$ cat src/sent_pkg.sv
// Constants, types and CRC helpers for the SENT frame transmitter
// Overview of operation
// - Each nibble is a low interval then a high interval; low marks the boundary.
// - The low interval of every nibble lasts exactly five ticks.
// - The high interval length carries the four-bit value of the nibble.
// - The tick period comes from a programmable tick-time setting.
// - Nibble length equals low ticks plus high ticks.
// - Frame order: sync, status, data nibbles, CRC, optional pause.
// - Status nibble holds device status plus serial bits chosen by a serial setting.
// - Value v gives v plus 7 high ticks, totals 12 to 27 ticks.
// - The data nibbles after the status nibble carry the angle.
// - A CRC nibble follows the data nibbles.
// - A protocol selection of zero turns the SENT output off.
// - A driver setting adjusts the slew of the falling edge.
// - The angle is a 12-bit unsigned value, 0 to 4095, in the data nibbles.
// - The tick time is programmable from 0.5 us to 7.9 us.
// - Entering programming mode stops frames at once, dropping any frame under way.
package sent_pkg;
    // Register byte offsets
    localparam logic [7:0]  CTRL_OFFSET     = 8'h00;
    localparam logic [7:0]  TICK_OFFSET     = 8'h04;
    localparam logic [7:0]  SAMPLE_OFFSET   = 8'h08;
    localparam logic [7:0]  STATUS_OFFSET   = 8'h0C;
    // Control fields
    localparam int          MODE_LSB        = 0;
    localparam int          MODE_W          = 2;
    localparam int          PAUSE_BIT       = 2;
    localparam int          SERCFG_LSB      = 4;
    localparam int          SERBITS_LSB     = 6;
    localparam int          SLEW_LSB        = 8;
    localparam int          SLEW_W          = 3;
    localparam logic [31:0] CTRL_RESET      = 32'h0000_0001;
    localparam logic [31:0] CTRL_MASK       = 32'h0000_07F7;
    // Tick setting, in units of 100 ns
    localparam int          TICK_W          = 7;
    localparam int          CLK_PERIOD_NS   = 40;
    localparam int          TICK_UNIT_NS    = 100;
    localparam int          TICK_MIN_NS     = 500;
    localparam int          TICK_MAX_NS     = 7900;
    localparam logic [6:0]  TICK_MIN        = 7'(TICK_MIN_NS / TICK_UNIT_NS);
    localparam logic [6:0]  TICK_MAX        = 7'(TICK_MAX_NS / TICK_UNIT_NS);
    localparam logic [6:0]  TICK_RESET      = 7'h1E;
    // Sample word and status word fields
    localparam int          ANGLE_LSB       = 0;
    localparam int          ANGLE_W         = 12;
    localparam int          DEVSTAT_LSB     = 12;
    localparam int          LEVEL_LSB       = 0;
    localparam int          BUSY_BIT        = 8;
    localparam int          FRAMES_LSB      = 16;
    // Frame timing in ticks
    localparam logic [5:0]  LOW_TICKS       = 6'h05;
    localparam logic [5:0]  HIGH_BASE_TICKS = 6'h07;
    localparam logic [5:0]  SYNC_TICKS      = 6'h38;
    localparam logic [5:0]  PAUSE_TICKS     = 6'h14;
    // Nibble positions within a frame
    localparam logic [2:0]  IDX_STATUS      = 3'h1;
    localparam logic [2:0]  IDX_DATA0       = 3'h2;
    localparam logic [2:0]  IDX_DATA1       = 3'h3;
    localparam logic [2:0]  IDX_DATA2       = 3'h4;
    localparam logic [2:0]  IDX_CRC         = 3'h5;
    localparam logic [3:0]  CRC_SEED        = 4'h5;
    // Sample buffer shape
    localparam int          FIFO_WIDTH      = 16;
    localparam int          FIFO_DEPTH      = 16;

    typedef enum logic [1:0] {
        ST_IDLE  = 2'b00,
        ST_SYNC  = 2'b01,
        ST_NIB   = 2'b10,
        ST_PAUSE = 2'b11
    } state_t;

    // One step of the x^4+x^3+x^2+1 CRC, table driven
    function automatic logic [3:0] crc4_step(input logic [3:0] crc, input logic [3:0] nib);
        logic [3:0] t;
        t = 4'h0;
        case (crc)
            4'h0: t = 4'h0;  4'h1: t = 4'hD;  4'h2: t = 4'h7;  4'h3: t = 4'hA;
            4'h4: t = 4'hE;  4'h5: t = 4'h3;  4'h6: t = 4'h9;  4'h7: t = 4'h4;
            4'h8: t = 4'h1;  4'h9: t = 4'hC;  4'hA: t = 4'h6;  4'hB: t = 4'hB;
            4'hC: t = 4'hF;  4'hD: t = 4'h2;  4'hE: t = 4'h8;  default: t = 4'h5;
        endcase
        return t ^ nib;
    endfunction : crc4_step

    // CRC over the three angle nibbles, closed with a zero nibble
    function automatic logic [3:0] frame_crc(input logic [11:0] angle);
        logic [3:0] c;
        c = crc4_step(CRC_SEED, angle[11:8]);
        c = crc4_step(c, angle[7:4]);
        c = crc4_step(c, angle[3:0]);
        return crc4_step(c, 4'h0);
    endfunction : frame_crc
endpackage : sent_pkg

$ cat src/stream_if.sv
// Valid/ready stream carrier between the transmitter and its sample buffer
`timescale 1ns/1ps
interface stream_if #(parameter int WIDTH = 16);
    logic             valid;
    logic             ready;
    logic [WIDTH-1:0] data;
    modport src (output valid, output data, input ready);
    modport snk (input valid, input data, output ready);
endinterface : stream_if

$ cat src/sent_frame_transmitter.sv
// SENT frame transmitter with APB registers and sample buffer
//
// Chosen here: the register offsets and register access over APB.
`timescale 1ns/1ps
module sent_frame_transmitter
    import sent_pkg::*;
(
    input  wire logic              pclk,                       // APB clock, 25 MHz
    input  wire logic              presetn,                    // Async reset, active low
    input  wire logic              psel,                       // APB select
    input  wire logic              penable,                    // APB access phase
    input  wire logic              pwrite,                     // APB write
    input  wire logic [7:0]        paddr,                      // APB byte address
    input  wire logic [31:0]       pwdata,                     // APB write data
    output logic [31:0]            prdata,                     // APB read data
    output logic                   pready,                     // APB ready
    output logic                   pslverr,                    // APB error
    input  wire logic              comm_mode,                  // Programming mode active
    output logic                   sent_out_o,                 // Line output value
    output logic                   sent_out_oe,                // Line pulled low when high
    output logic [SLEW_W-1:0]      falling_edge_slew_setting   // Driver slew select
);
    localparam int LVL_W = $clog2(FIFO_DEPTH) + 1;

    stream_if #(.WIDTH(FIFO_WIDTH)) push_s ();
    stream_if #(.WIDTH(FIFO_WIDTH)) pop_s ();

    logic [31:0]       ctrl_reg;
    logic [TICK_W-1:0] tick_reg;
    logic [31:0]       prdata_reg;
    logic [31:0]       rdata_next;
    logic [31:0]       status_word;
    logic [15:0]       frames_reg;
    logic [15:0]       sample_reg;
    state_t            state_reg;
    logic [2:0]        idx_reg;
    logic [5:0]        tcnt_reg;
    logic [5:0]        seg_len;
    logic [5:0]        low_cnt_reg;
    logic [3:0]        nib_val;
    logic [1:0]        ser_bits;
    logic [11:0]       angle_w;
    logic [LVL_W-1:0]  level;
    logic              line_low_reg;
    logic              tick;
    logic              run;
    logic              pause_en;
    logic              seg_end;
    logic              to_sync;
    logic              frame_start;
    logic              drive_low;
    logic              acc_phase;
    logic              wr_en;

    // Address decode shared by error answer and write gating
    function automatic logic addr_mapped(input logic [7:0] a);
        if (a == CTRL_OFFSET) begin
            return 1'b1;
        end else if (a == TICK_OFFSET) begin
            return 1'b1;
        end else if (a == SAMPLE_OFFSET) begin
            return 1'b1;
        end else if (a == STATUS_OFFSET) begin
            return 1'b1;
        end else begin
            return 1'b0;
        end
    endfunction : addr_mapped

    sent_fifo #(
        .WIDTH (FIFO_WIDTH),
        .DEPTH (FIFO_DEPTH)
    ) u_fifo (
        .pclk    (pclk),
        .presetn (presetn),
        .in_s    (push_s),
        .out_s   (pop_s),
        .level   (level)
    );

    sent_tick_div u_tick (
        .pclk         (pclk),
        .presetn      (presetn),
        .run          (run),
        .tick_setting (tick_reg),
        .tick         (tick)
    );

    // APB handshake; a sample write stalls while the buffer is full
    assign acc_phase    = psel && penable;
    assign push_s.valid = acc_phase && pwrite && (paddr == SAMPLE_OFFSET);
    assign push_s.data  = pwdata[FIFO_WIDTH-1:0];
    assign pready       = push_s.valid ? push_s.ready : 1'b1;
    assign pslverr      = acc_phase && !addr_mapped(paddr);
    assign wr_en        = acc_phase && pwrite && pready && addr_mapped(paddr);
    assign prdata       = prdata_reg;

    // Status word assembly
    always_comb begin
        status_word = 32'h0000_0000;
        status_word[LEVEL_LSB +: LVL_W] = level;
        status_word[BUSY_BIT] = (state_reg != ST_IDLE);
        status_word[FRAMES_LSB +: 16] = frames_reg;
    end

    // Read mux; unmapped addresses read zero
    always_comb begin
        rdata_next = 32'h0000_0000;
        if (paddr == CTRL_OFFSET) begin
            rdata_next = ctrl_reg;
        end else if (paddr == TICK_OFFSET) begin
            rdata_next = {{(32 - TICK_W){1'b0}}, tick_reg};
        end else if (paddr == SAMPLE_OFFSET) begin
            rdata_next = {16'h0000, sample_reg};
        end else if (paddr == STATUS_OFFSET) begin
            rdata_next = status_word;
        end
    end

    // Read data captured in the setup phase, so reads never wait
    always_ff @(posedge pclk or negedge presetn) begin
        if (!presetn) begin
            prdata_reg <= 32'h0000_0000;
        end else if (psel && !penable && !pwrite) begin
            prdata_reg <= rdata_next;
        end
    end

    // Control register
    always_ff @(posedge pclk or negedge presetn) begin
        if (!presetn) begin
            ctrl_reg <= CTRL_RESET;
        end else if (wr_en && (paddr == CTRL_OFFSET)) begin
            ctrl_reg <= pwdata & CTRL_MASK;
        end
    end

    // Tick setting, clamped into the legal span
    always_ff @(posedge pclk or negedge presetn) begin
        if (!presetn) begin
            tick_reg <= TICK_RESET;
        end else if (wr_en && (paddr == TICK_OFFSET)) begin
            if (pwdata < 32'(TICK_MIN)) begin
                tick_reg <= TICK_MIN;
            end else if (pwdata > 32'(TICK_MAX)) begin
                tick_reg <= TICK_MAX;
            end else begin
                tick_reg <= pwdata[TICK_W-1:0];
            end
        end
    end

    assign falling_edge_slew_setting = ctrl_reg[SLEW_LSB +: SLEW_W];
    assign run      = (ctrl_reg[MODE_LSB +: MODE_W] != 2'b00) && !comm_mode;
    assign pause_en = ctrl_reg[PAUSE_BIT];
    assign angle_w  = sample_reg[ANGLE_LSB +: ANGLE_W];
    assign ser_bits = (ctrl_reg[SERCFG_LSB +: 2] != 2'b00) ? ctrl_reg[SERBITS_LSB +: 2] : 2'b00;

    // Value of the nibble now on the line
    always_comb begin
        nib_val = 4'h0;
        case (idx_reg)
            IDX_STATUS: nib_val = {sample_reg[DEVSTAT_LSB +: 2], ser_bits};
            IDX_DATA0:  nib_val = angle_w[11:8];
            IDX_DATA1:  nib_val = angle_w[7:4];
            IDX_DATA2:  nib_val = angle_w[3:0];
            IDX_CRC:    nib_val = frame_crc(angle_w);
            default:    nib_val = 4'h0;
        endcase
    end

    // Segment length in ticks: sync, value nibble or pause
    always_comb begin
        seg_len = SYNC_TICKS;
        case (state_reg)
            ST_NIB:   seg_len = LOW_TICKS + HIGH_BASE_TICKS + {2'b00, nib_val};
            ST_PAUSE: seg_len = PAUSE_TICKS;
            default:  seg_len = SYNC_TICKS;
        endcase
    end

    // Segment end and frame start; a new sample is drawn only at a sync
    assign seg_end     = tick && (state_reg != ST_IDLE) && (tcnt_reg == seg_len - 6'h01);
    assign to_sync     = (state_reg == ST_PAUSE) || ((state_reg == ST_NIB) && (idx_reg == IDX_CRC) && !pause_en);
    assign frame_start = run && ((tick && (state_reg == ST_IDLE)) || (seg_end && to_sync));
    assign pop_s.ready = frame_start;
    assign drive_low   = (state_reg != ST_IDLE) && (tcnt_reg < LOW_TICKS);

    // Frame sequencer; leaving run drops the frame in progress
    always_ff @(posedge pclk or negedge presetn) begin
        if (!presetn) begin
            state_reg <= ST_IDLE;
            idx_reg   <= 3'h0;
            tcnt_reg  <= 6'h00;
        end else if (!run) begin
            state_reg <= ST_IDLE;
            idx_reg   <= 3'h0;
            tcnt_reg  <= 6'h00;
        end else if (frame_start) begin
            state_reg <= ST_SYNC;
            idx_reg   <= 3'h0;
            tcnt_reg  <= 6'h00;
        end else if (seg_end) begin
            tcnt_reg <= 6'h00;
            if (state_reg == ST_SYNC) begin
                state_reg <= ST_NIB;
                idx_reg   <= IDX_STATUS;
            end else if (idx_reg != IDX_CRC) begin
                idx_reg <= idx_reg + 3'h1;
            end else begin
                state_reg <= ST_PAUSE;
                idx_reg   <= 3'h0;
            end
        end else if (tick && (state_reg != ST_IDLE)) begin
            tcnt_reg <= tcnt_reg + 6'h01;
        end
    end

    // Sample latch; an empty buffer repeats the last sample
    always_ff @(posedge pclk or negedge presetn) begin
        if (!presetn) begin
            sample_reg <= 16'h0000;
        end else if (frame_start && pop_s.valid) begin
            sample_reg <= pop_s.data;
        end
    end

    // Completed frame counter
    always_ff @(posedge pclk or negedge presetn) begin
        if (!presetn) begin
            frames_reg <= 16'h0000;
        end else if (seg_end && (state_reg == ST_NIB) && (idx_reg == IDX_CRC)) begin
            frames_reg <= frames_reg + 16'h0001;
        end
    end

    // Line driver; open drain, so only the low level is driven
    always_ff @(posedge pclk or negedge presetn) begin
        if (!presetn) begin
            line_low_reg <= 1'b0;
        end else begin
            line_low_reg <= drive_low && run;
        end
    end

    assign sent_out_o  = 1'b0;
    assign sent_out_oe = line_low_reg;

    // Helper: ticks spent in the current low interval
    always_ff @(posedge pclk or negedge presetn) begin
        if (!presetn) begin
            low_cnt_reg <= 6'h00;
        end else if (!drive_low) begin
            low_cnt_reg <= 6'h00;
        end else if (tick) begin
            low_cnt_reg <= low_cnt_reg + 6'h01;
        end
    end

    property p_low_five;
        @(posedge pclk) disable iff (!presetn || !run)
        $fell(drive_low) && (state_reg != ST_IDLE) |-> low_cnt_reg == LOW_TICKS;
    endproperty
    a_low_five: assert property (p_low_five) else $error("Low interval not five ticks");

    property p_nib_len;
        @(posedge pclk) disable iff (!presetn || !run)
        seg_end && (state_reg == ST_NIB) |-> (tcnt_reg >= 6'h0B) && (tcnt_reg <= 6'h1A);
    endproperty
    a_nib_len: assert property (p_nib_len) else $error("Nibble outside 12 to 27 ticks");

    property p_sync_len;
        @(posedge pclk) disable iff (!presetn || !run)
        seg_end && (state_reg == ST_SYNC) |-> tcnt_reg == 6'h37;
    endproperty
    a_sync_len: assert property (p_sync_len) else $error("Sync pulse not 56 ticks");

    property p_sync_then_status;
        @(posedge pclk) disable iff (!presetn || !run)
        seg_end && (state_reg == ST_SYNC) |=> (state_reg == ST_NIB) && (idx_reg == IDX_STATUS);
    endproperty
    a_sync_then_status: assert property (p_sync_then_status) else $error("Status nibble did not follow sync");

    property p_crc_then_next;
        @(posedge pclk) disable iff (!presetn || !run)
        seg_end && (state_reg == ST_NIB) && (idx_reg == IDX_CRC) |=>
            (pause_en ? (state_reg == ST_PAUSE) : (state_reg == ST_SYNC));
    endproperty
    a_crc_then_next: assert property (p_crc_then_next) else $error("Wrong segment after CRC");

    property p_crc_value;
        @(posedge pclk) disable iff (!presetn || !run)
        (state_reg == ST_NIB) && (idx_reg == IDX_CRC) && (angle_w == 12'h000) |-> nib_val == 4'h9;
    endproperty
    a_crc_value: assert property (p_crc_value) else $error("CRC of zero angle wrong");

    property p_off;
        @(posedge pclk) disable iff (!presetn)
        (ctrl_reg[MODE_LSB +: MODE_W] == 2'b00) |=> !sent_out_oe && (state_reg == ST_IDLE);
    endproperty
    a_off: assert property (p_off) else $error("Line driven while output is off");

    property p_abort;
        @(posedge pclk) disable iff (!presetn)
        comm_mode |=> (state_reg == ST_IDLE) && !sent_out_oe;
    endproperty
    a_abort: assert property (p_abort) else $error("Frame continued in programming mode");

    property p_serial_off;
        @(posedge pclk) disable iff (!presetn || !run)
        (idx_reg == IDX_STATUS) && (ctrl_reg[SERCFG_LSB +: 2] == 2'b00) |-> nib_val[1:0] == 2'b00;
    endproperty
    a_serial_off: assert property (p_serial_off) else $error("Serial bits sent while disabled");

    property p_slew;
        @(posedge pclk) disable iff (!presetn)
        wr_en && (paddr == CTRL_OFFSET) |=> falling_edge_slew_setting == $past(pwdata[SLEW_LSB +: SLEW_W]);
    endproperty
    a_slew: assert property (p_slew) else $error("Slew setting not taken from write");

    c_frame_pause: cover property (@(posedge pclk) disable iff (!presetn)
        seg_end && (state_reg == ST_PAUSE));
    c_buffer_stall: cover property (@(posedge pclk) disable iff (!presetn)
        push_s.valid && !push_s.ready);
    c_abort_mid: cover property (@(posedge pclk) disable iff (!presetn)
        $rose(comm_mode) && (state_reg == ST_NIB));
endmodule : sent_frame_transmitter

$ cat src/sent_fifo.sv
// Synchronous sample FIFO with valid/ready on both sides
`timescale 1ns/1ps
module sent_fifo #(
    parameter int WIDTH = 16,
    parameter int DEPTH = 16
) (
    input  wire logic                   pclk,     // Clock
    input  wire logic                   presetn,  // Async reset, active low
    stream_if.snk                       in_s,     // Filling side
    stream_if.src                       out_s,    // Draining side
    output logic [$clog2(DEPTH):0]      level     // Words held
);
    localparam int AW = $clog2(DEPTH);
    logic [WIDTH-1:0] mem [DEPTH];
    logic [AW-1:0]    wr_ptr_reg;
    logic [AW-1:0]    rd_ptr_reg;
    logic [AW:0]      count_reg;
    logic             push;
    logic             pop;

    // Full refuses pushes, so back-pressure reaches the bus
    assign in_s.ready  = (count_reg != (AW + 1)'(DEPTH));
    assign out_s.valid = (count_reg != '0);
    assign out_s.data  = mem[rd_ptr_reg];
    assign push        = in_s.valid && in_s.ready;
    assign pop         = out_s.valid && out_s.ready;
    assign level       = count_reg;

    // Storage has no reset; only the pointers define content
    always_ff @(posedge pclk) begin
        if (push) begin
            mem[wr_ptr_reg] <= in_s.data;
        end
    end

    // Pointers and fill count
    always_ff @(posedge pclk or negedge presetn) begin
        if (!presetn) begin
            wr_ptr_reg <= '0;
            rd_ptr_reg <= '0;
            count_reg  <= '0;
        end else begin
            if (push) begin
                wr_ptr_reg <= wr_ptr_reg + 1'b1;
            end
            if (pop) begin
                rd_ptr_reg <= rd_ptr_reg + 1'b1;
            end
            if (push && !pop) begin
                count_reg <= count_reg + 1'b1;
            end else if (pop && !push) begin
                count_reg <= count_reg - 1'b1;
            end
        end
    end

    property p_no_overflow;
        @(posedge pclk) disable iff (!presetn)
        (count_reg == (AW + 1)'(DEPTH)) && !pop |=> count_reg == (AW + 1)'(DEPTH);
    endproperty
    a_no_overflow: assert property (p_no_overflow) else $error("FIFO count moved while full");
endmodule : sent_fifo

$ cat src/sent_tick_div.sv
// Tick enable generator; fractional accumulator gives exact mean tick
`timescale 1ns/1ps
module sent_tick_div
    import sent_pkg::*;
(
    input  wire logic              pclk,          // Clock
    input  wire logic              presetn,       // Async reset, active low
    input  wire logic              run,           // Generator enabled
    input  wire logic [TICK_W-1:0] tick_setting,  // Tick time in 100 ns units
    output logic                   tick           // One-cycle tick pulse
);
    logic [15:0] acc_reg;
    logic [15:0] acc_next;
    logic [15:0] period_ns;

    // Tick period may not be whole cycles, so jitter is one cycle at most
    assign period_ns = 16'(tick_setting) * 16'(TICK_UNIT_NS);
    assign acc_next  = acc_reg + 16'(CLK_PERIOD_NS);

    // Accumulate elapsed time and emit a pulse each period
    always_ff @(posedge pclk or negedge presetn) begin
        if (!presetn) begin
            acc_reg <= 16'h0000;
            tick    <= 1'b0;
        end else if (!run) begin
            acc_reg <= 16'h0000;
            tick    <= 1'b0;
        end else if (acc_next >= period_ns) begin
            acc_reg <= acc_next - period_ns;
            tick    <= 1'b1;
        end else begin
            acc_reg <= acc_next;
            tick    <= 1'b0;
        end
    end

    property p_tick_spacing;
        @(posedge pclk) disable iff (!presetn)
        tick |=> !tick [*8];
    endproperty
    a_tick_spacing: assert property (p_tick_spacing) else $error("Ticks closer than the shortest tick");
endmodule : sent_tick_div

$ cat config.mk
export PLATFORM = sky130hd
export DESIGN_NAME = sent_frame_transmitter
export DESIGN_NICKNAME = d
export VERILOG_FILES = /design/src/sent_pkg.sv /design/src/stream_if.sv /design/src/sent_frame_transmitter.sv /design/src/sent_fifo.sv /design/src/sent_tick_div.sv
export SDC_FILE = /design/constraint.sdc
export NUM_CORES = 1
export LEC_CHECK = 0
export ABC_AREA = 1
export ABC_CLOCK_PERIOD_IN_PS = 5530
export BUFFER_PORTS_ARGS = -buffer_cell sky130_fd_sc_hd__buf_4
export CORE_MARGIN = 4
export CORE_UTILIZATION = 62
export CTS_CLUSTER_DIAMETER = 40
export DETAILED_ROUTE_END_ITERATION = 10
export GPL_TIMING_DRIVEN = 1
export HOLD_SLACK_MARGIN = 0.02
export PLACE_DENSITY = 0.8
export SKIP_LAST_GASP = 1
export SYNTH_ARGS = -nofsm -noshare
export SYNTH_HDL_FRONTEND = slang
export SYNTH_SLANG_ARGS = --single-unit
$ cat constraint.sdc
create_clock -name pclk -period 5.53 [get_ports pclk]
set_input_delay 1.106 -clock pclk [delete_from_list [all_inputs] [get_ports pclk]]
set_output_delay 1.106 -clock pclk [all_outputs]
set_load 0.1 [all_outputs]
==> results.yml, run 1 <==
detailed_routing:
  via_per_inst: 5.93
  routedWlPerCell_um: 19.4
  via_count: 13500
  antenna_left: 0
  drc: 0
  drt_pass1_iterations: 5
  routed_wl_mm: 44.0
  drtIter0Drc: 1519
synthesis:
  yosysWarningCount: 0
  synth_cell_type_count: 52
  netlist_area_um2: 18100
  synth_common_cells: "313 x nand2_1, 256 x edfxtp_1, 178 x inv_1"
  ys_seq_elements: 377
  synthTopCellsByArea: "edfxtp_1 42%, dfrtp_1 16%, nand2_1 6.5%"
  syn_inst: 1761
  synth_top_area_cell: "edfxtp_1"
  syn-num-nets: 1867
  synth_edf_count: 256
  synth_ff_type: "edfxtp_1"
  netlist.area_leader.share: 0.425
  synthMostInstantiatedCell: "nand2_1"
  seq_area_frac_synth: 0.592
  synth_area_per_cell_um2: 10.3
  async_reset_ff_frac: 0.321
critical_path:
  cpPeakStageDelay_ns: 0.40
  startpoint: "sample_reg[8]$_DFFE_PN0P_"
  ff2ff_path_depth: 38
  required_ns: 5.96
  r2r_slack_ns: 0.49
  start_kind: "register"
  critPathKind: "reg2reg"
  crit_end: "u_fifo.level[4]$_DFFE_PN0P_"
  cp_slowest_cell: "dfrtp_1"
  worstPathMaxFanout: 4
  end_kind: "register"
  r2r_start: "sample_reg[8]$_DFFE_PN0P_"
  cp_common_cell: "nand2_1"
  r2r_end: "u_fifo.level[4]$_DFFE_PN0P_"
  cp_data_arrival_time_ns: 5.47
clocking:
  cts_tree: "built"
  cts_buffers: 44
  post_cts_buffers: 0
  cts.path.max_buffers: 3
  cts-root-buf: "clkbuf_16"
  clock-sinks: 377
  cts-htree-levels: 2
  path_clk_slew_ns: 0.06
  clk_latency_ns: 0.54
timing:
  fmax_mhz: 198
  grt_setup_unrepaired: "no"
  period_share: 0.911
  holdWs_ns: 0.476
  tns_ns: 0
  clock_skew_ns: 0.0121
  worst_pin_slew_ns: 1.32
  max_slew_margin: 0.118
  fin_crit_ns: 5.04
  drv_slew: 0
  finalHoldViolCount: 0
  setup_violations: 0
floorplanning:
  fp.dieW_um: 179
  core_um2: 28800
  die_area_um2: 32000
  start_util: 0.629
  ioPinCount: 85
  num_rows: 62
  die_h_um: 179
global_route:
  antenna_found_initial: 0
  grt_pass1_wl_mm: 68.2
  grt_max_degree: 90
  track_usage: 0.275
  grt-ovfl-total: 0
  grt_pass1_vias: 12800
finish:
  area_growth_pct: 14.0
  final_net_count: 1958
  num_antenna_cells: 0
  postLayoutCoreUtil: 0.717
  drive_gt1_frac: 0.157
  largest_register_ffs: 256
power:
  p_per_area_nw_per_um2: 290
  max-vdd-ir-drop_v: 0.000303
  leakagePower_nw: 8.50
outcome:
  status: "complete, no violations"
place:
  post-dp-hpwl_mm: 28.1
  portBuffers: 83
  place_congestion: 0.922
job:
  maxCapViolations: 0
min_path:
  hp-class: "reg2reg"
[worst min path at each step]
stage | start | to | slack [ns] | cells after the start
final | frames_reg[3]$_DFFE_PN0P_ | frames_reg[3]$_DFFE_PN0P_ | 0.48 | 1
after global routing | frames_reg[3]$_DFFE_PN0P_ | frames_reg[3]$_DFFE_PN0P_ | 0.49 | 1
after CTS | frames_reg[3]$_DFFE_PN0P_ | frames_reg[3]$_DFFE_PN0P_ | 0.48 | 1
after detailed placement | frames_reg[3]$_DFFE_PN0P_ | frames_reg[3]$_DFFE_PN0P_ | 0.46 | 1
after global placement | frames_reg[2]$_DFFE_PN0P_ | frames_reg[2]$_DFFE_PN0P_ | 0.45 | 1
after floorplan | frames_reg[2]$_DFFE_PN0P_ | frames_reg[2]$_DFFE_PN0P_ | 0.44 | 1
[cell families (layout without fill, tap and decap cells)]
kind of cell    after synthesis  in the layout  share of synthesized area
compound gates              321            321                      0.109
xor+xnor                     51             51                     0.0247
fa+ha+maj                    60             60                     0.0431
buf+inv                     260            387                     0.0566
flops                       377            377                      0.592
mux                           1              1                   0.000622
other cells                   1              1                   0.000207
simple gates                690            690                      0.173
[layer usage]
layer	up-vias	global-route usage	wire length (um)
met5	-	0	0
met4	0	0.117	1780
met3	121	0.0354	3590
met2	634	0.456	21000
met1	6391	0.369	17600
li1	6318	-	-
[what timing repair did]
action,in CTS,in global routing
hold buffers,0,0
endpoints found under the setup margin,0,1
gates resized for setup,0,1
endpoints found under the hold margin,0,0
[critical path, delay by kind of cell, from the launching register on]
kind / cells / cell delay, ns
and+or+nand+nor: 21 / 1.72
adders and majority gates: 4 / 1.16
buffers and inverters: 8 / 0.70
AOI/OAI and AO/OA: 3 / 0.56
DFF: 1 / 0.40
xor gates and xnor gates: 2 / 0.36
[metrics by stage]
step	instance area, um^2	instances	worst slack [ns]	total power, mW
detailed placement	19200	2190	0.573	3.23
floorplan	18100	1761	0.716	3.14
global route	20600	2272	0.0222	6.14
global placement	19200	2190	0.750	3.23
CTS	20600	2272	0.537	6.00
finish	20600	2272	0.490	5.98
[final cells by class]
class | count | area, um^2
fillers | 1985 | 8150
repair buffers | 115 | 863
flip-flops and latches | 377 | 10700
multi-input cells | 1124 | 6410
inverters | 190 | 714
clock buffers | 54 | 1220
well taps | 384 | 480
clock inverters | 28 | 221
[where the power goes]
part | switching [mW] | internal (mW) | total (mW) | leakage [nW]
Clock | 1.16 | 1.65 | 2.81 | 0.705
Combinational | 0.109 | 0.0367 | 0.145 | 3.87
Sequential | 0.00410 | 3.02 | 3.03 | 3.93
[layout by cell type (no fill, tap or decap), types with 27 or more instances in the layout]
master / Yosys / routed
o21ai_0: 126 / 126
nor2_1: 152 / 139
buf_4: 4 / 115
ha_1: 56 / 56
xor2_1: 42 / 42
a21oi_1: 64 / 64
nand4_1: 35 / 35
dfrtp_1: 116 / 114
nand3_1: 92 / 92
nand2_1: 313 / 313
inv_1: 178 / 177
nand2_2: 27 / 27
edfxtp_1: 256 / 256
clkbuf_16: 0 / 46
Note: power is estimated with default switching activity, not from simulation.
==> run 2, diff against run 1 <==
Settings changed: ABC_CLOCK_PERIOD_IN_PS 5530 to 5480, CORE_UTILIZATION 62 to 60, PLACE_DENSITY 0.8 to 0.78.
Clock period 5.53 ns to 5.48 ns, I/O delays scaled along.
==> run 2 against run 1 <==
  * Worst hold slack got worse by 0.028 ns
  * Sequential cell count unchanged
  * Count of clock-buffer cells in the layout increased by 4
  * Clock power increased by 6%
  * Largest power group unchanged
  * Global-route usage decreased by 1.2 points
  * Sequential power about the same
  * Final cell count increased by 0.53%
  * Register-to-register slack about the same
  * Power increased by 3.5%
  * Critical endpoint unchanged
  * Combinational power about the same
  * Largest cell class unchanged
==> results.yml, run 2 (same netlist as run 1, synthesis figures left out) <==
outcome:
  status: "complete, no violations"
critical_path:
  cp_common_cell: "nand2_1"
  path_buf_inv: 8
  start_kind: "register"
  crit_family: "simple AND/OR/NAND/NOR gates"
  critPathKind: "reg2reg"
  r2r_slack_ns: 0.48
  cpPeakStageDelay_ns: 0.38
  cp_slowest_cell: "dfrtp_1"
  required_ns: 5.92
  end_kind: "register"
  r2r_end: "u_fifo.level[4]$_DFFE_PN0P_"
  ff2ff_path_depth: 39
  worstPathMaxFanout: 4
  cp_data_arrival_time_ns: 5.43
  r2r_start: "sample_reg[8]$_DFFE_PN0P_"
clocking:
  cts-htree-levels: 2
  hold_buffers: 0
  clock-sinks: 377
  cts-root-buf: "clkbuf_16"
  cts.path.max_buffers: 3
  clk_latency_ns: 0.57
  cts_tree: "built"
  post_cts_buffers: 0
  cts_resized: 0
  path_clk_slew_ns: 0.06
  cts_buffers: 48
timing:
  clock_skew_ns: 0.0216
  max_slew_margin: 0.283
  fin_crit_ns: 5.00
  fmax_mhz: 200
  holdWs_ns: 0.447
  tns_ns: 0
  setup_violations: 0
  drv_slew: 0
  finalHoldViolCount: 0
  worst_pin_slew_ns: 1.08
  setup_ws_ns: 0.485
  period_share: 0.912
floorplanning:
  die_area_um2: 33000
  start_util: 0.609
  die_h_um: 182
  num_rows: 63
  fp.dieW_um: 182
  core_um2: 29700
  ioPinCount: 85
place:
  portBuffers: 83
  dp.cells: 2197
  place_area_um2: 19200
  place_ws_ns: 0.492
  place_congestion: 0.903
  post-dp-hpwl_mm: 28.1
finish:
  area_growth_pct: 14.6
  layout_common_cells: "313 x nand2_1, 256 x edfxtp_1, 176 x inv_1"
  num-fill-cells: 2137
  finish.instance_area_um2: 20800
  final_common_cell: "nand2_1"
  final_net_count: 1963
  num_antenna_cells: 0
  layout.cells.non_filler: 2284
  drive_gt1_frac: 0.156
  largest_register_ffs: 256
global_route:
  track_usage: 0.263
  grt_max_degree: 88
  antenna_found_initial: 0
  grt-ovfl-total: 0
  grt_pass1_vias: 12900
  grt_pass1_wl_mm: 69.3
detailed_routing:
  routedWlPerCell_um: 19.2
  via_per_inst: 5.90
  routed_wl_mm: 43.9
  drt_pass1_iterations: 5
  drc: 0
  via_count: 13500
  antenna_left: 0
  drtIter0Drc: 1334
power:
  max-vdd-ir-drop_v: 0.000341
  leakagePower_nw: 8.55
  p_per_area_nw_per_um2: 298
job:
  maxCapViolations: 0
min_path:
  hp-class: "in2async"
## run 2: changes by cell type in the layout (fill, tap and decap cells not counted), moves of 2 or more
cell,previous run,this run
clkbuf_16,46,49
clkbuf_8,4,2
clkinv_8,0,2
clkinv_1,7,9
nor2_1,139,143
clkinv_4,3,5
clkbuf_1,4,7
clkinv_2,7,9
inv_6,7,1
nor2_2,14,10
## run 2: worst max path at each step
stage	cells past startpoint	end	slack [ns]	startpoint
detailed placement	39	u_fifo.level[4]$_DFFE_PN0P_	0.49	sample_reg[9]$_DFFE_PN0P_
floorplan	6	pslverr	0.69	paddr[1]
finish	39	u_fifo.level[4]$_DFFE_PN0P_	0.48	sample_reg[8]$_DFFE_PN0P_
global placement	39	u_fifo.level[4]$_DFFE_PN0P_	0.68	sample_reg[9]$_DFFE_PN0P_
global route	38	u_fifo.level[4]$_DFFE_PN0P_	-0.005	sample_reg[8]$_DFFE_PN0P_
CTS	39	u_fifo.level[4]$_DFFE_PN0P_	0.44	sample_reg[9]$_DFFE_PN0P_
## run 2: layout make-up
type	count	area, um^2	area share
clock buffer	58	1280	0.0617
clock inverter	29	272	0.0131
inverter	190	714	0.0344
multi-input combinational	1124	6400	0.308
sequential	377	10700	0.517
tap	390	488	0.0235
timing repair buffer	116	871	0.0420
## run 2: power breakdown
| group | leakage (nW) | internal (mW) | switching [mW] |
|---|---|---|---|
| sequential | 3.93 | 3.05 | 0.00452 |
| combinational | 3.87 | 0.0374 | 0.110 |
| clock | 0.752 | 1.78 | 1.21 |
| total | 8.55 | 4.87 | 1.32 |
## run 2: stage by stage
stage	power, mW	utilization
2_1_floorplan	3.17	-
6_report	6.19	0.698
3_5_place_dp	3.26	0.646
5_1_grt	6.38	0.698
4_1_cts	6.23	0.698
3_3_place_gp	3.26	0.646
## run 2: layer usage
| metal | part of all wire | up-vias | track usage |
|---|---|---|---|
| li1 | - | 6314 | - |
| met1 | 0.40 | 6467 | 0.352 |
| met2 | 0.48 | 569 | 0.438 |
| met3 | 0.077 | 119 | 0.0425 |
| met4 | 0.036 | 0 | 0.100 |
| met5 | 0 | - | 0 |
